`src/hw/ascl_pkg.sv`:
```
/*
  Constants for the active serial configuration master.
  Assumes a 10 MHz system clock; the link clock is derived from it.
*/
package ascl_pkg;
  localparam int unsigned CLK_HZ = 10000000;
  localparam int unsigned LINK_PERIOD_NS = 800;
  localparam int unsigned SYS_PERIOD_NS = 1000000000 / CLK_HZ;
  // Half period of the link clock in system cycles, rounded down, at least one
  localparam int unsigned HALF_CYC_RAW = LINK_PERIOD_NS / (2 * SYS_PERIOD_NS);
  localparam int unsigned HALF_CYC = (HALF_CYC_RAW < 1) ? 1 : HALF_CYC_RAW;
  localparam logic [7:0] READ_OPCODE = 8'h03;
  localparam int unsigned OPCODE_BITS = 8;
  localparam int unsigned ADDR_BITS = 24;
  localparam int unsigned HDR_BITS = OPCODE_BITS + ADDR_BITS;
  localparam int unsigned BYTE_BITS = 8;
  localparam int unsigned FIFO_DEPTH = 32;
  localparam int unsigned INIT_CYC = 8;
  localparam logic [1:0] SCHEME_ACTIVE = 2'h0;
  localparam logic [1:0] SCHEME_PASSIVE = 2'h1;
  typedef enum logic [2:0] {
    ASCL_IDLE, ASCL_HDR, ASCL_DATA, ASCL_CHECK, ASCL_ERR, ASCL_INIT, ASCL_USER
  } ascl_state_e;
endpackage

```
`src/hw/ascl_fifo.sv`:
```
/*
  Synchronous FIFO with valid/ready on both sides.
  Assumes one clock domain, synchronous reset and clock enable.
*/
`timescale 1ns/1ps
`default_nettype none
module ascl_fifo #(
  parameter int unsigned WIDTH = 8,
  parameter int unsigned DEPTH = 32
) (
  input wire logic clk_sys_i,
  input wire logic rst_i,
  input wire logic ce_i,
  input wire logic [WIDTH-1:0] in_data_i,
  input wire logic in_valid_i,
  output logic in_ready_o,
  output logic [WIDTH-1:0] out_data_o,
  output logic out_valid_o,
  input wire logic out_ready_i
);
  localparam int unsigned AW = $clog2(DEPTH);
  logic [WIDTH-1:0] mem_r [DEPTH];
  logic [AW:0] wp_r, wp_nxt, rp_r, rp_nxt;
  logic push, pop;

  // Pointer wrap logic only serves power-of-two depths
  if (DEPTH < 2 || (DEPTH & (DEPTH - 1)) != 0) begin : g_bad_depth
    $error("DEPTH must be a power of two");
  end

  // Flags and pointer advance
  always_comb begin
    in_ready_o = !((wp_r[AW] != rp_r[AW]) && (wp_r[AW-1:0] == rp_r[AW-1:0]));
    out_valid_o = (wp_r != rp_r);
    out_data_o = mem_r[rp_r[AW-1:0]];
    push = in_valid_i && in_ready_o;
    pop = out_valid_o && out_ready_i;
    wp_nxt = wp_r + (AW+1)'(push);
    rp_nxt = rp_r + (AW+1)'(pop);
  end

  // Pointer and storage registers
  always_ff @(posedge clk_sys_i) begin
    if (rst_i) begin
      wp_r <= '0;
      rp_r <= '0;
    end else if (ce_i) begin
      wp_r <= wp_nxt;
      rp_r <= rp_nxt;
      if (push) begin
        mem_r[wp_r[AW-1:0]] <= in_data_i;
      end
    end
  end
endmodule // ascl_fifo
`default_nettype wire

```
`src/hw/ascl_master.sv`:
```
/*
  Active serial configuration master: selects the flash, shifts a read
  instruction and address, captures bytes into a FIFO, and runs the
  completion and error handshake.
  Assumes config_data_in and done/error pins arrive asynchronously.
*/
// Overview of operation
// - Master makes the configuration clock from its own clock while the flash is selected (header and data).
// - Clock, select, instruction and data pins map one-to-one to flash pins.
// - Select driven low before any transfer begins.
// - Instruction then address shifted out on the instruction line.
// - Master captures each data bit on the falling configuration clock edge.
// - Master drives done low during configuration; it drives the error pin only in an error pulse.
// - Done late or early makes the master pulse error low to restart.
// - On success master releases done so the pull-up lifts it.
// - Initialization starts after done is high; user mode follows.
// - First chain member is strapped active serial and is master.
// - Later chain members are strapped passive serial slaves.
`timescale 1ns/1ps
`default_nettype none
module ascl_master
  import ascl_pkg::*;
#(
  parameter int unsigned IMAGE_BYTES = 64,
  parameter logic [ascl_pkg::ADDR_BITS-1:0] START_ADDR = 24'h000000
) (
  input wire logic clk_sys_i,
  input wire logic rst_i,
  input wire logic ce_i,
  input wire logic start_i,
  input wire logic [1:0] scheme_select_i,
  output logic config_clock_o,
  output logic master_select_out_o,
  output logic serial_instr_out_o,
  input wire logic config_data_in_i,
  input wire logic conf_done_i,
  output logic conf_done_o,
  output logic conf_done_oe_o,
  input wire logic status_low_i,
  output logic status_low_o,
  output logic status_low_oe_o,
  output logic [ascl_pkg::BYTE_BITS-1:0] byte_data_o,
  output logic byte_valid_o,
  input wire logic byte_ready_i,
  output logic user_mode_o,
  output logic error_o
);
  import ascl_pkg::*;

  // An empty image would never leave the data phase
  if (IMAGE_BYTES < 1) begin : g_bad_image
    $error("IMAGE_BYTES must be at least one");
  end

  ascl_state_e st_r, st_nxt;
  logic [1:0] data_sync_r, done_sync_r, stat_sync_r;
  logic [7:0] div_r, div_nxt;
  logic clk_r, clk_nxt, sel_r, sel_nxt, sdo_r, sdo_nxt;
  logic [HDR_BITS-1:0] hdr_r, hdr_nxt;
  logic [5:0] bit_r, bit_nxt;
  logic [BYTE_BITS-1:0] sh_r, sh_nxt;
  logic [31:0] cnt_r, cnt_nxt;
  logic done_oe_r, done_oe_nxt, stat_oe_r, stat_oe_nxt, user_r, user_nxt, err_r, err_nxt;
  logic [BYTE_BITS-1:0] push_data;
  logic push_valid, fifo_ready, fifo_valid, fall;
  logic [BYTE_BITS-1:0] fifo_data;
  logic out_valid_r, out_valid_nxt;
  logic [BYTE_BITS-1:0] out_data_r, out_data_nxt;

  // Two-flop synchronisers for pin inputs
  always_ff @(posedge clk_sys_i) begin
    if (rst_i) begin
      data_sync_r <= 2'h0;
      done_sync_r <= 2'h0;
      stat_sync_r <= 2'h3;
    end else if (ce_i) begin
      data_sync_r <= {data_sync_r[0], config_data_in_i};
      done_sync_r <= {done_sync_r[0], conf_done_i};
      stat_sync_r <= {stat_sync_r[0], status_low_i};
    end
  end

  // Falling-edge event of the derived configuration clock
  assign fall = (div_r == 8'(HALF_CYC - 1)) && clk_r;

  // Main sequencer next-state logic
  always_comb begin
    st_nxt = st_r;
    div_nxt = div_r;
    clk_nxt = clk_r;
    sel_nxt = sel_r;
    sdo_nxt = sdo_r;
    hdr_nxt = hdr_r;
    bit_nxt = bit_r;
    sh_nxt = sh_r;
    cnt_nxt = cnt_r;
    done_oe_nxt = done_oe_r;
    stat_oe_nxt = stat_oe_r;
    user_nxt = user_r;
    err_nxt = err_r;
    push_valid = 1'b0;
    push_data = sh_r;
    // Clock divider runs only while the flash is selected
    if (st_r == ASCL_HDR || st_r == ASCL_DATA) begin
      if (div_r == 8'(HALF_CYC - 1)) begin
        div_nxt = 8'h00;
        // Hold the clock low while the FIFO cannot take another byte
        if (!(clk_r == 1'b0 && st_r == ASCL_DATA && !fifo_ready)) begin
          clk_nxt = !clk_r;
        end
      end else begin
        div_nxt = div_r + 8'h01;
      end
    end
    unique case (st_r)
      ASCL_IDLE: begin
        clk_nxt = 1'b0;
        div_nxt = 8'h00;
        // Only the active serial strap makes this end a master
        if (start_i && scheme_select_i == SCHEME_ACTIVE) begin
          sel_nxt = 1'b0;
          hdr_nxt = {READ_OPCODE, START_ADDR};
          sdo_nxt = READ_OPCODE[OPCODE_BITS-1];
          bit_nxt = 6'h00;
          done_oe_nxt = 1'b1;
          stat_oe_nxt = 1'b0;
          err_nxt = 1'b0;
          user_nxt = 1'b0;
          cnt_nxt = '0;
        end
      end
      ASCL_HDR: begin
        // Flash samples on rise, so change the instruction bit on fall
        if (fall) begin
          if (bit_r == 6'(HDR_BITS - 1)) begin
            bit_nxt = 6'h00;
            st_nxt = ASCL_DATA;
          end else begin
            hdr_nxt = {hdr_r[HDR_BITS-2:0], 1'b0};
            sdo_nxt = hdr_r[HDR_BITS-2];
            bit_nxt = bit_r + 6'h01;
          end
        end
      end
      ASCL_DATA: begin
        // Data changes and is captured on the falling edge
        if (fall) begin
          sh_nxt = {sh_r[BYTE_BITS-2:0], data_sync_r[1]};
          push_data = {sh_r[BYTE_BITS-2:0], data_sync_r[1]};
          if (bit_r == 6'(BYTE_BITS - 1)) begin
            bit_nxt = 6'h00;
            push_valid = 1'b1;
            cnt_nxt = cnt_r + 32'h1;
            if (cnt_r == 32'(IMAGE_BYTES - 1)) begin
              st_nxt = ASCL_CHECK;
              sel_nxt = 1'b1;
              clk_nxt = 1'b0;
              done_oe_nxt = 1'b0;
              cnt_nxt = '0;
            end
          end else begin
            bit_nxt = bit_r + 6'h01;
          end
          // Done rising before the last byte is an error
          if (done_sync_r[1] && cnt_r != 32'(IMAGE_BYTES - 1)) begin
            st_nxt = ASCL_ERR;
            sel_nxt = 1'b1;
            clk_nxt = 1'b0;
            cnt_nxt = '0;
          end
        end
      end
      ASCL_CHECK: begin
        cnt_nxt = cnt_r + 32'h1;
        if (done_sync_r[1]) begin
          st_nxt = ASCL_INIT;
          cnt_nxt = '0;
        end else if (cnt_r == 32'(INIT_CYC - 1)) begin
          st_nxt = ASCL_ERR;
          cnt_nxt = '0;
        end
      end
      ASCL_ERR: begin
        // Low pulse on the error pin restarts configuration
        stat_oe_nxt = 1'b1;
        err_nxt = 1'b1;
        done_oe_nxt = 1'b1;
        cnt_nxt = cnt_r + 32'h1;
        if (cnt_r == 32'(INIT_CYC - 1)) begin
          stat_oe_nxt = 1'b0;
          st_nxt = ASCL_IDLE;
        end
      end
      ASCL_INIT: begin
        cnt_nxt = cnt_r + 32'h1;
        if (cnt_r == 32'(INIT_CYC - 1)) begin
          st_nxt = ASCL_USER;
          user_nxt = 1'b1;
        end
      end
      ASCL_USER: begin
        user_nxt = 1'b1;
      end
      default: st_nxt = ASCL_IDLE;
    endcase
    if (st_r == ASCL_IDLE && start_i && scheme_select_i == SCHEME_ACTIVE) begin
      st_nxt = ASCL_HDR;
    end
  end

  // Sequencer registers
  always_ff @(posedge clk_sys_i) begin
    if (rst_i) begin
      st_r <= ASCL_IDLE;
      div_r <= 8'h00;
      clk_r <= 1'b0;
      sel_r <= 1'b1;
      sdo_r <= 1'b0;
      hdr_r <= '0;
      bit_r <= 6'h00;
      sh_r <= '0;
      cnt_r <= '0;
      done_oe_r <= 1'b0;
      stat_oe_r <= 1'b0;
      user_r <= 1'b0;
      err_r <= 1'b0;
    end else if (ce_i) begin
      st_r <= st_nxt;
      div_r <= div_nxt;
      clk_r <= clk_nxt;
      sel_r <= sel_nxt;
      sdo_r <= sdo_nxt;
      hdr_r <= hdr_nxt;
      bit_r <= bit_nxt;
      sh_r <= sh_nxt;
      cnt_r <= cnt_nxt;
      done_oe_r <= done_oe_nxt;
      stat_oe_r <= stat_oe_nxt;
      user_r <= user_nxt;
      err_r <= err_nxt;
    end
  end

  // Captured bytes wait here until the user side takes them
  ascl_fifo #(.WIDTH(BYTE_BITS), .DEPTH(FIFO_DEPTH)) u_fifo (
    .clk_sys_i(clk_sys_i),
    .rst_i(rst_i),
    .ce_i(ce_i),
    .in_data_i(push_data),
    .in_valid_i(push_valid),
    .in_ready_o(fifo_ready),
    .out_data_o(fifo_data),
    .out_valid_o(fifo_valid),
    .out_ready_i(!out_valid_r || byte_ready_i)
  );

  // Output stage register so the byte port comes from flip-flops
  always_comb begin
    out_valid_nxt = out_valid_r;
    out_data_nxt = out_data_r;
    if (!out_valid_r || byte_ready_i) begin
      out_valid_nxt = fifo_valid;
      out_data_nxt = fifo_data;
    end
  end

  always_ff @(posedge clk_sys_i) begin
    if (rst_i) begin
      out_valid_r <= 1'b0;
      out_data_r <= '0;
    end else if (ce_i) begin
      out_valid_r <= out_valid_nxt;
      out_data_r <= out_data_nxt;
    end
  end

  // Pin drive: done and error pins are driven low while enabled
  assign config_clock_o = clk_r;
  assign master_select_out_o = sel_r;
  assign serial_instr_out_o = sdo_r;
  assign conf_done_o = 1'b0;
  assign conf_done_oe_o = done_oe_r;
  assign status_low_o = 1'b0;
  assign status_low_oe_o = stat_oe_r;
  assign byte_data_o = out_data_r;
  assign byte_valid_o = out_valid_r;
  assign user_mode_o = user_r;
  assign error_o = err_r;

  // Protocol checks on the sequencer and its pins
  a_select_before_clk: assert property (@(posedge clk_sys_i) disable iff (rst_i)
    $rose(clk_r) |-> !sel_r) else $error("clock toggled while deselected");
  a_err_pulse_len: assert property (@(posedge clk_sys_i) disable iff (rst_i)
    $rose(stat_oe_r) && ce_i |-> stat_oe_r [*2]) else $error("error pulse too short");
  a_user_after_done: assert property (@(posedge clk_sys_i) disable iff (rst_i)
    $rose(user_r) |-> done_sync_r[1] && !done_oe_r) else $error("user mode without done");
  a_done_release: assert property (@(posedge clk_sys_i) disable iff (rst_i)
    st_r == ASCL_CHECK |-> !done_oe_r) else $error("done held low on success");
  a_data_drive: assert property (@(posedge clk_sys_i) disable iff (rst_i)
    st_r == ASCL_DATA || st_r == ASCL_HDR |-> done_oe_r) else $error("done not driven");
  a_desel_clock_low: assert property (@(posedge clk_sys_i) disable iff (rst_i)
    sel_r |-> !clk_r) else $error("clock high while deselected");
  // The error pin must read back low two enabled cycles into the pulse
  a_err_pin_seen: assert property (@(posedge clk_sys_i) disable iff (rst_i)
    $rose(stat_oe_r) && ce_i ##1 ce_i |-> ##1 !stat_sync_r[1]) else $error("error pin not seen low");
  c_user: cover property (@(posedge clk_sys_i) $rose(user_r));
  c_error: cover property (@(posedge clk_sys_i) $rose(err_r));
  c_stall: cover property (@(posedge clk_sys_i) st_r == ASCL_DATA && !fifo_ready);
endmodule // ascl_master
`default_nettype wire

```
`config.mk`:
```
export PLATFORM = sky130hd
export DESIGN_NAME = ascl_master
export DESIGN_NICKNAME = d
export VERILOG_FILES = /design/src/hw/ascl_pkg.sv /design/src/hw/ascl_fifo.sv /design/src/hw/ascl_master.sv
export SDC_FILE = /design/constraint.sdc
export NUM_CORES = 1
export LEC_CHECK = 0
export BUFFER_PORTS_ARGS = -buffer_cell sky130_fd_sc_hd__buf_2
export CAP_MARGIN = 20
export CORE_MARGIN = 2
export CORE_UTILIZATION = 40
export DETAILED_ROUTE_END_ITERATION = 12
export PLACE_DENSITY = 0.59
export SLEW_MARGIN = 20
export SYNTH_ARGS = -nofsm -noshare
export SYNTH_HDL_FRONTEND = slang
export SYNTH_SLANG_ARGS = --single-unit
export TNS_END_PERCENT = 1
```
`constraint.sdc`:
```
create_clock -name clk_sys_i -period 4.2 [get_ports clk_sys_i]
set_input_delay 0 -clock clk_sys_i [delete_from_list [all_inputs] [get_ports clk_sys_i]]
set_output_delay 0 -clock clk_sys_i [all_outputs]
set_load 0.005 [all_outputs]
```
==> summary.txt, run 1 <==
Floorplanning
  – Row count: 70
  – Initial Util: 40.33%
  – Die H: 195.4 um
  – Die area: 38200 um^2
  – # IOs: 28
  – Floorplan die width: 195.4 um
  – Core area: 36350 um^2

Yosys
  – #FFs+latches synth: 352
  – Post-synthesis cell type count: 69
  – Synth Cell Area: 14660 um^2
  – Synthesized area per cell: 14.78 um^2
  – Post-synth ARST share: 0%
  – Synth Instances: 992
  – Post-synth EDFFs: 256
  – Synth warn: 0
  – Main synth FF type: edfxtp_1
  – Post-synthesis sequential area ratio: 65.55%

Setup path
  – Crit start category: flop
  – Crit-path cells: ha_1 -> or4b_1 -> nor3_4 -> o311a_1 -> and3_1 -> or3b_1 -> nor2_2
  – Top delay family on crit path: simple AND/OR/NAND/NOR gates
  – Worst r2r dst: u_fifo.mem_r[0][6]$_DFFE_PP_
  – Register-to-Register Path Depth: 7
  – R2r setup slk: 790 ps
  – RR Startpoint: div_r[0]$_SDFFE_PP0P_
  – Worst Path Buf+Inv: 0
  – Worst setup EP type: flop
  – Crit-path slowest cell: or3b_1
  – Data required, critical path: 4380 ps
  – Crit path largest cell delay: 680 ps
  – Crit path kind: flop to flop
  – Critical Path AT: 3590 ps
  – CP max FO: 8

GRT
  – Tot GR Track Use: 17.03%
  – Largest net degree at the start of global routing: 68
  – Total congestion overflow: 0
  – Vias in the first global route: 8410
  – First-pass GRT wire length: 49780 um
  – Antenna violations before repair: 2

Place
  – PortBufs: 24
  – GP Congestion: 0.8046
  – DPL Wire Length: 19640 um

Clock tree
  – Resized Gates After CTS: 0
  – Post-CTS Setup Repair Bufs: 0
  – CTS Buf Count: 38
  – Clk slew on worst S/H paths: 60 ps
  – CTS tree: built
  – Clk sinks: 352
  – H-tree levels: 2
  – Largest buffer count on any clock path: 3
  – Clk root buf: clkbuf_16
  – Clk_lat worst skew: 550 ps

Final layout
  – Most frequent cells in the layout: edfxtp_1 (256), nor2_1 (97), dfxtp_1 (94), mux4_2 (80), nand2_1 (53)
  – Synthesis-to-finish area growth: 14.25%
  – Multi-input logic area: 4763 um^2
  – FILL cells: 3175
  – Most common cell after layout, fill and taps aside: edfxtp_1
  – Diode count: 0
  – Share of cells above drive strength 1: 21.88%
  – FF+latch area: 9614 um^2
  – Final #Nets: 1061

Power
  – Logic pwr share: 1.2%
  – Int Power: 5.628 mW
  – Register share of total power: 52.1%
  – Max VDD drop: 293.2 uV
  – Leakage: 5.980 nW
  – Pwr dens: 423.5 nW/um^2
  – Switch Pwr: 1.466 mW
  – Pwr Total: 7.094 mW
  – Clk pwr share: 46.7%
  – Switching share of power: 20.67%

Routing
  – Via count of the routed design: 8629
  – 1st-pass router iterations: 5
  – DRC Markers: 0
  – WL/cell: 20.84 um
  – ANT nets after route: 0
  – Initial drt markers: 629
  – Drt total wl: 32140 um
  – Via density: 5.596

Outcome
  – Status: completed

Timing
  – RSZ-0062 raised after global routing: false
  – Fin Setup TNS: 0 ps
  – Min Tclk post-route: 3411 ps
  – Setup Skew: 21.21 ps
  – Slew Limit Fails: 0
  – Final setup viols: 0
  – Relative slew slack: 35.06%
  – Crit share post-route: 81.21%
  – Hold Vio Cnt, Final: 0
  – Worst slew pin tran: 974.1 ps
  – Peak Freq: 293.2 MHz

Hold path
  – Hold path depth: 2
  – Hold Crit Start: rst_i
  – WHS Endpoint: done_sync_r[0]$_SDFFE_PP0P_
  – HP Class: primary input to flop

Job
  – Max-Cap Viols: 0
[sequential cells by signal (all words and copies together) (netlist names)]
signal and cells:
data_sync_r 2, master_select_out_o 1, done_sync_r 2, u_fifo.mem_r 256
sh_r 8, u_fifo.wp_r 6, div_r 8, byte_data_o 8
error_o 1, config_clock_o 1, status_low_oe_o 1, bit_r 6
user_mode_o 1, byte_valid_o 1, hdr_r 7, conf_done_oe_o 1
st_r 3, serial_instr_out_o 1, cnt_r 32, u_fifo.rp_r 6
[power by group through the flow]
stage	combinational [mW]	sequential [mW]	clock [mW]
floorplan	0.0563	3.77	0
global placement	0.0814	3.77	0
detailed placement	0.0822	3.77	0
CTS	0.0871	3.69	3.39
global route	0.0969	3.69	3.54
finish	0.0865	3.69	3.31
[cells by family (layout without fill, tap and decap cells)]
kind of cell / Yosys count / after routing / synth area share [%]
AOI/OAI and AO/OA: 130 / 130 / 5.402
xor gates and xnor gates: 28 / 28 / 1.673
adders and majority gates: 9 / 9 / 0.7340
buffers and inverters: 67 / 148 / 1.988
DFF: 352 / 352 / 65.55
muxes: 103 / 103 / 13.93
other: 1 / 2 / 0.02558
and+or+nand+nor: 302 / 302 / 10.70
[cell usage after synthesis (15+ instances only)]
master | n | area, um^2
edfxtp_1 | 256 | 7687
nor2_1 | 97 | 364.1
or4_1 | 15 | 112.6
mux4_2 | 80 | 1802
mux2i_1 | 15 | 150.1
nand3_1 | 22 | 110.1
o21ai_0 | 26 | 130.1
nand2_1 | 53 | 198.9
nand4_1 | 19 | 118.9
dfxtp_1 | 96 | 1922
xor2_1 | 16 | 140.1
or3_1 | 18 | 112.6
clkbuf_1 | 31 | 116.4
a21oi_1 | 52 | 260.3
[worst reg2reg max path, cell delays in order, from the launching register on]
cell	delay [ps]
dfxtp_1	360
ha_1	220
or4b_1	610
nor3_4	250
o311a_1	230
and3_1	240
or3b_1	680
nor2_2	480
[metrics by stage]
step,setup WS (ps),hold WS [ps],util [%],instances,area [um^2]
finish,789.4,23.43,46.08,1542,16750
global route,604.1,77.19,46.08,1542,16750
CTS,755.9,22.40,46.08,1542,16750
detailed placement,768.6,247.5,42.43,1466,15420
global placement,772.9,239.2,42.43,1466,15420
floorplan,1156,147.2,-,993,14660
[what timing repair did]
item	CTS	global route
hold endpoints to repair	13	0
endpoints found under the setup margin	0	0
hold buffers	6	0
[cell type report]
| type | instances | area share [%] |
|---|---|---|
| Clock inverter | 17 | 1.068 |
| Multi-Input combinational cell | 574 | 28.44 |
| Sequential cell | 352 | 57.40 |
| Clock buffer | 53 | 6.499 |
| Tap cell | 468 | 3.496 |
| Inverter | 9 | 0.2017 |
| Timing Repair Buffer | 69 | 2.898 |
[worst max path at each step]
stage / from / to / depth (start not counted)
after floorplan: div_r[0]$_SDFFE_PP0P_ / u_fifo.mem_r[28][0]$_DFFE_PP_ / 10
after global placement: div_r[0]$_SDFFE_PP0P_ / u_fifo.mem_r[8][1]$_DFFE_PP_ / 7
after detailed placement: div_r[0]$_SDFFE_PP0P_ / u_fifo.mem_r[20][6]$_DFFE_PP_ / 7
after CTS: div_r[0]$_SDFFE_PP0P_ / u_fifo.mem_r[20][4]$_DFFE_PP_ / 7
after global routing: div_r[0]$_SDFFE_PP0P_ / u_fifo.mem_r[0][6]$_DFFE_PP_ / 7
final: div_r[0]$_SDFFE_PP0P_ / u_fifo.mem_r[0][6]$_DFFE_PP_ / 7
[layer usage]
layer / wire [um] / track usage (%) / vias up
met5: 20 / 0 / -
met4: 923 / 5.881 / 4
met3: 1759 / 2.919 / 58
met2: 14490 / 25.52 / 255
met1: 14950 / 25.16 / 4331
li1: - / - / 3981
No activity file was read; power rests on OpenSTA's default activity.
==> inputs of run 2 (changes only) <==
==> constraint.sdc (replaced) <==
create_clock -name clk_sys_i -period 3.5 [get_ports clk_sys_i]
set_input_delay 0 -clock clk_sys_i [delete_from_list [all_inputs] [get_ports clk_sys_i]]
set_output_delay 0 -clock clk_sys_i [all_outputs]
set_load 0.005 [all_outputs]
==> summary.txt, run 2 (synthesis results as in run 1) <==
Timing
  – Final setup margin: 256.6 ps (-532.8 ps)
  – Slew Limit Fails: 0 (unchanged)
  – Setup Skew: 13.23 ps (-7.973 ps)
  – Crit share post-route: 92.67% (+11 points)
  – Relative slew slack: 36.07% (+1.0 points)
  – Hold Vio Cnt, Final: 0 (unchanged)
  – Final setup viols: 0 (unchanged)
  – RSZ-0062 raised after global routing: false
  – Fin Setup TNS: 0 ps (unchanged)
  – Peak Freq: 308.3 MHz (+5.2%)
  – Worst slew pin tran: 958.9 ps (-15.14 ps)
  – Min Tclk post-route: 3243 ps (-167.2 ps)

Final layout
  – Synthesis-to-finish area growth: 13.72%
  – Most common cell after layout, fill and taps aside: edfxtp_1
  – Final core occ: 45.87% (-0.22 points)
  – Share of cells above drive strength 1: 21.18% (-0.71 points)
  – Diode count: 0 (unchanged)
  – Largest register FFs: 256 (unchanged)
  – Fin area: 16670 um^2 (-0.47%)
  – Most frequent cells in the layout: edfxtp_1 (256), nor2_1 (97), dfxtp_1 (94), mux4_2 (80), nand2_1 (53)
  – Final #Nets: 1063 (+0.19%)

Place
  – GP Congestion: 0.7687 (-4.5%)
  – DP Area: 15460 um^2 (+0.23%)
  – PortBufs: 24 (unchanged)
  – Dpl ws: 235.2 ps (-533.4 ps)
  – DPL Wire Length: 19220 um (-2.1%)

Routing
  – Initial drt markers: 510 (-19%)
  – Drt total wl: 31440 um (-2.2%)
  – Via density: 5.506 (-1.6%)
  – ANT nets after route: 0 (unchanged)
  – DRC Markers: 0 (unchanged)
  – WL/cell: 20.42 um (-2.0%)
  – Via count of the routed design: 8480 (-1.7%)
  – 1st-pass router iterations: 4 (-1)

Power
  – Pwr dens: 497.8 nW/um^2 (+18%)
  – Pwr Total: 8.299 mW (+17%)
  – Leakage: 5.952 nW (-0.47%)
  – Max VDD drop: 390.2 uV (+33%)

Floorplanning
  – # IOs: 28 (unchanged)
  – Floorplan die width: 195.4 um (unchanged)
  – Die H: 195.4 um (unchanged)
  – Core area: 36350 um^2 (unchanged)
  – Initial Util: 40.33% (unchanged)
  – Die area: 38200 um^2 (unchanged)
  – Row count: 70 (unchanged)

Setup path
  – Critical Path AT: 3410 ps (-180 ps)
  – R2r setup slk: 260 ps (-530 ps)
  – RR Startpoint: div_r[0]$_SDFFE_PP0P_
  – Data required, critical path: 3660 ps (-720 ps)
  – Crit path largest cell delay: 600 ps (-80 ps)
  – Crit-path slowest cell: or4b_1
  – Worst r2r dst: u_fifo.mem_r[28][0]$_DFFE_PP_
  – Register-to-Register Path Depth: 8 (+1)
  – Crit-path cells: ha_1 -> or4b_1 -> nor3_4 -> o311a_1 -> and3_1 -> or3b_1 -> buf_4 -> nor2_2
  – Crit start category: flop
  – Crit path kind: flop to flop
  – Worst setup EP type: flop
  – CP max FO: 8 (unchanged)

Clock tree
  – Largest buffer count on any clock path: 3 (unchanged)
  – Post-CTS Setup Repair Bufs: 0 (unchanged)
  – CTS tree: built
  – Clk_lat worst skew: 530 ps (-20 ps)
  – Clk sinks: 352 (unchanged)
  – CTS Buf Count: 36 (-5.3%)
  – H-tree levels: 2 (unchanged)
  – Clk root buf: clkbuf_16
  – Resized Gates After CTS: 0 (unchanged)
  – Clk slew on worst S/H paths: 60 ps (about the same)

Hold path
  – WHS Endpoint: hdr_r[25]$_SDFFE_PP0P_
  – Hold path depth: 6 (+4)
  – Hold Crit Start: scheme_select_i[0]
  – HP Class: primary input to flop

Job
  – Max-Cap Viols: 0 (unchanged)

GRT
  – Antenna violations before repair: 0 (-2)
  – First-pass GRT wire length: 49220 um (-1.1%)
  – Vias in the first global route: 8358 (-0.62%)
  – Total congestion overflow: 0 (unchanged)
  – Largest net degree at the start of global routing: 68 (unchanged)
  – Tot GR Track Use: 16.88% (-0.14 points)

Outcome
  – Status: completed
==> run 2: how the worst max path moves through the flow <==
stage	start	end	slack [ps]	depth (start not counted)
floorplan	div_r[0]$_SDFFE_PP0P_	u_fifo.mem_r[28][0]$_DFFE_PP_	460	10
global placement	div_r[0]$_SDFFE_PP0P_	u_fifo.mem_r[8][1]$_DFFE_PP_	300	8
detailed placement	div_r[0]$_SDFFE_PP0P_	u_fifo.mem_r[8][1]$_DFFE_PP_	240	8
CTS	div_r[0]$_SDFFE_PP0P_	u_fifo.mem_r[8][7]$_DFFE_PP_	240	8
global route	div_r[0]$_SDFFE_PP0P_	u_fifo.mem_r[8][7]$_DFFE_PP_	50	8
finish	div_r[0]$_SDFFE_PP0P_	u_fifo.mem_r[28][0]$_DFFE_PP_	260	8
==> run 2: routing by layer <==
metal  up-vias  track usage, %  wire length, um
met5         -               0                0
met4         0           4.524              589
met3        41           2.694             1621
met2       192           26.87            14560
met1      4263           24.24            14670
li1       3984               -                -
==> run 2: timing repair <==
action	CTS	global route
endpoints found under the setup margin	0	0
endpoints found under the hold margin	19	0
hold buffers	7	0
==> run 2: stage by stage <==
step / hold slack [ps] / cells
after floorplan: 147.2 / 993
after global placement: 235.2 / 1469
after detailed placement: 254.7 / 1469
after CTS: 9.023 / 1540
after global routing: 72.87 / 1540
final: 23.80 / 1540
==> run 2: worst max-delay path, delay by kind of cell, from the launching register on <==
family	cells	cell delay [ps]
adder cells (fa/ha/maj)	1	220
AND/OR/NAND/NOR	5	1850
buffers and inverters	1	210
flip-flops	1	360
AO/OA/AOI/OAI	1	230
==> run 2: area by class of cell <==
type / instances / area, um^2
Clock buffer: 44 / 962.2
Clock inverter: 20 / 181.4
Fill cell: 3170 / 19680
Inverter: 9 / 33.78
Multi-Input combinational cell: 574 / 4763
Sequential cell: 352 / 9614
Tap cell: 468 / 585.6
Timing Repair Buffer: 73 / 530.5
==> run 2: where the power goes <==
group	switching, mW	internal (mW)	leakage, nW	total, mW
combinational	0.0710	0.0370	1.64	0.108
sequential	0.00718	4.42	3.76	4.43
clock	1.58	2.18	0.554	3.76
total	1.66	6.64	5.95	8.30
==> inputs of run 3 (changes only) <==
--- a/config.mk
+++ b/config.mk
@@ -10,9 +10,10 @@
 export CORE_MARGIN = 2
 export CORE_UTILIZATION = 40
 export DETAILED_ROUTE_END_ITERATION = 12
-export PLACE_DENSITY = 0.59
+export PLACE_DENSITY = 0.66
 export SLEW_MARGIN = 20
 export SYNTH_ARGS = -nofsm -noshare
 export SYNTH_HDL_FRONTEND = slang
+export SYNTH_HIERARCHICAL = 1
 export SYNTH_SLANG_ARGS = --single-unit
 export TNS_END_PERCENT = 1
==> summary.txt, run 3 <==
Timing
  – Setup Skew: 20.96 ps (+7.725 ps)
  – Relative slew slack: 41.46% (+5.4 points)
  – Hold Vio Cnt, Final: 0 (unchanged)
  – Fin Setup TNS: 0 ps (unchanged)
  – Peak Freq: 311.5 MHz (+1.0%)
  – Crit share post-route: 91.73% (-0.94 points)
  – RSZ-0062 raised after global routing: false
  – Min Tclk post-route: 3211 ps (-32.91 ps)
  – Final setup viols: 0 (unchanged)
  – WHS: 46.96 ps (+23.16 ps)
  – Worst slew pin tran: 876.9 ps (-82.00 ps)
  – Slew Limit Fails: 0 (unchanged)

Yosys
  – Top cell type's share of synthesized area: 51.23% (-1.2 points)
  – Post-synth ARST share: 0% (unchanged)
  – Post-synthesis sequential area ratio: 64.71% (-0.84 points)
  – Post-synth EDFFs: 256 (unchanged)
  – Synth warn: 6 (+6)
  – Largest cells by area after synthesis: edfxtp_1 (51%), dfxtp_1 (13%), mux4_2 (12%)
  – Synth cell count leaders: edfxtp_1 (256), dfxtp_1 (101), mux4_2 (80), a21oi_1 (66), nor2_1 (56)
  – Synthesized area per cell: 14.68 um^2 (-0.66%)
  – Synth Instances: 1022 (+3.0%)
  – #FFs+latches synth: 357 (+1.4%)
  – Post-synthesis cell type count: 64 (-7.2%)
  – Main synth FF type: edfxtp_1
  – Most instantiated library cell after synthesis: edfxtp_1
  – Synth Cell Area: 15000 um^2 (+2.3%)
  – Synth area leader: edfxtp_1

Place
  – GP Congestion: 0.8599 (+12%)
  – DPL Wire Length: 20340 um (+5.8%)
  – PortBufs: 24 (unchanged)

Clock tree
  – H-tree levels: 2 (unchanged)
  – Clk sinks: 357 (+1.4%)
  – Largest buffer count on any clock path: 3 (unchanged)
  – Clk_lat worst skew: 530 ps (about the same)
  – Clk root buf: clkbuf_16
  – Clk slew on worst S/H paths: 60 ps (about the same)
  – CTS tree: built
  – CTS Buf Count: 38 (+5.6%)

Setup path
  – Data required, critical path: 3730 ps (+70 ps)
  – Worst setup EP type: flop
  – CP max FO: 8 (unchanged)
  – Critical Path AT: 3440 ps (+30 ps)
  – Crit path kind: flop to flop
  – Crit start category: flop

Floorplanning
  – Die H: 197.7 um (+1.1%)
  – Core area: 36790 um^2 (+1.2%)
  – Row count: 70 (unchanged)
  – Floorplan die width: 197.7 um (+1.1%)
  – Die area: 39080 um^2 (+2.3%)
  – # IOs: 28 (unchanged)
  – Initial Util: 40.79% (+0.46 points)

Final layout
  – Largest register FFs: 256 (unchanged)
  – Diode count: 0 (unchanged)
  – FILL cells: 3190 (+0.63%)
  – Final #Nets: 1105 (+4.0%)
  – Most frequent cells in the layout: edfxtp_1 (256), dfxtp_1 (99), mux4_2 (80), a21oi_1 (66), nor2_1 (56)
  – Share of cells above drive strength 1: 21.77% (+0.60 points)
  – FF+latch area: 9714 um^2 (+1.0%)
  – Multi-input logic area: 5017 um^2 (+5.3%)
  – Synthesis-to-finish area growth: 14.18%
  – Most common cell after layout, fill and taps aside: edfxtp_1

GRT
  – Tot GR Track Use: 16.90% (about the same)
  – Antenna violations before repair: 1 (+1)
  – Vias in the first global route: 8812 (+5.4%)
  – First-pass GRT wire length: 50250 um (+2.1%)
  – Largest net degree at the start of global routing: 65 (-4.4%)
  – Total congestion overflow: 0 (unchanged)

Routing
  – Via count of the routed design: 9013 (+6.3%)
  – DRC Markers: 0 (unchanged)
  – ANT nets after route: 0 (unchanged)
  – WL/cell: 20.54 um (+0.58%)
  – Initial drt markers: 688 (+35%)
  – 1st-pass router iterations: 5 (+1)
  – Via density: 5.690 (+3.3%)
  – Drt total wl: 32530 um (+3.5%)

Hold path
  – HP Class: primary input to flop

Job
  – Max-Cap Viols: 0 (unchanged)

Outcome
  – Status: completed

Power
  – Max VDD drop: 466.9 uV (+20%)
  – Pwr dens: 489.2 nW/um^2 (-1.7%)
  – Leakage: 6.162 nW (+3.5%)
==> run 3: changes by cell type after synthesis, sizes merged, moves of 6 or more <==
| cell | delta |
|---|---|
| nor2 | -49 |
| nor3 | +23 |
| nand3 | +17 |
| a21oi | +15 |
| nand2b | +10 |
| mux2 | +9 |
| nor4b | +8 |
| o22ai | -7 |
| xnor2 | -7 |
| nor2b | +6 |
==> run 3: logic make-up after synthesis <==
family	share of synthesized area, %
compound gates	5.687
xor+xnor	1.226
other cells	0.02499
mux	14.64
simple gates	11.00
fa+ha+maj	0.6504
flops	64.71
buf+inv	2.060
==> run 3: metal layers <==
layer / GRT usage [%] / up-vias / wire length, um
met5: 0 / - / 8
met4: 4.873 / 2 / 684
met3: 3.466 / 52 / 1804
met1: 22.05 / 4541 / 13980
met2: 28.61 / 258 / 16060
li1: - / 4160 / -
==> run 3: layout make-up <==
cell class / count / area share [%]
clock buffer: 54 / 6.259
clock inverter: 14 / 0.5697
inverter: 11 / 0.2410
multi-input combinational: 597 / 29.29
sequential: 357 / 56.70
tap: 468 / 3.418
timing repair buffer: 83 / 3.520
==> run 3: path summary, 6_finish.rpt <==
| path | from | endpoint | slack, ps | depth (start not counted) |
|---|---|---|---|---|
| min | scheme_select_i[0] | conf_done_oe_o$_SDFFE_PP0P_ | 50 | 5 |
| max | div_r[0]$_SDFFE_PP0P_ | u_fifo/mem_r[26][1]$_DFFE_PP_ | 290 | 9 |
| min reg2reg | byte_data_o[7]$_SDFFE_PP0P_ | byte_data_o[7]$_SDFFE_PP0P_ | 460 | 2 |
| max reg2reg | div_r[0]$_SDFFE_PP0P_ | u_fifo/mem_r[26][1]$_DFFE_PP_ | 290 | 9 |
==> run 3: critical path, stage by stage (launching register included) <==
cell     delay, ps
dfxtp_1        360
ha_1           240
nor4b_1        350
nand2_1        170
nor3_1         440
and3b_1        350
nor2b_1        320
nand3_1        230
nor3_1         250
buf_4          210
==> run 3: through the flow <==
stage | util [%] | cell area, um^2 | total power, mW | setup WS (ps) | std cells
global route | 46.57 | 17130 | 8.637 | 12.44 | 1584
global placement | 43.23 | 15900 | 4.651 | 368.7 | 1510
CTS | 46.57 | 17130 | 8.464 | 281.8 | 1584
finish | 46.57 | 17130 | 8.381 | 289.5 | 1584
detailed placement | 43.23 | 15900 | 4.652 | 307.3 | 1510
floorplan | - | 15010 | 4.627 | 327.2 | 1023
==> run 3: repair_timing <==
item,in CTS,in global routing
hold endpoints to repair,5,0
resized for setup,0,0
buffers inserted,0,0
hold buffers,6,0
==> run 3: power breakdown <==
part | switching (mW) | leakage [nW] | internal, mW
registers | 0.00417 | 3.79 | 4.47
logic | 0.0581 | 1.80 | 0.0321
clock network | 1.60 | 0.571 | 2.21
total | 1.67 | 6.16 | 6.71
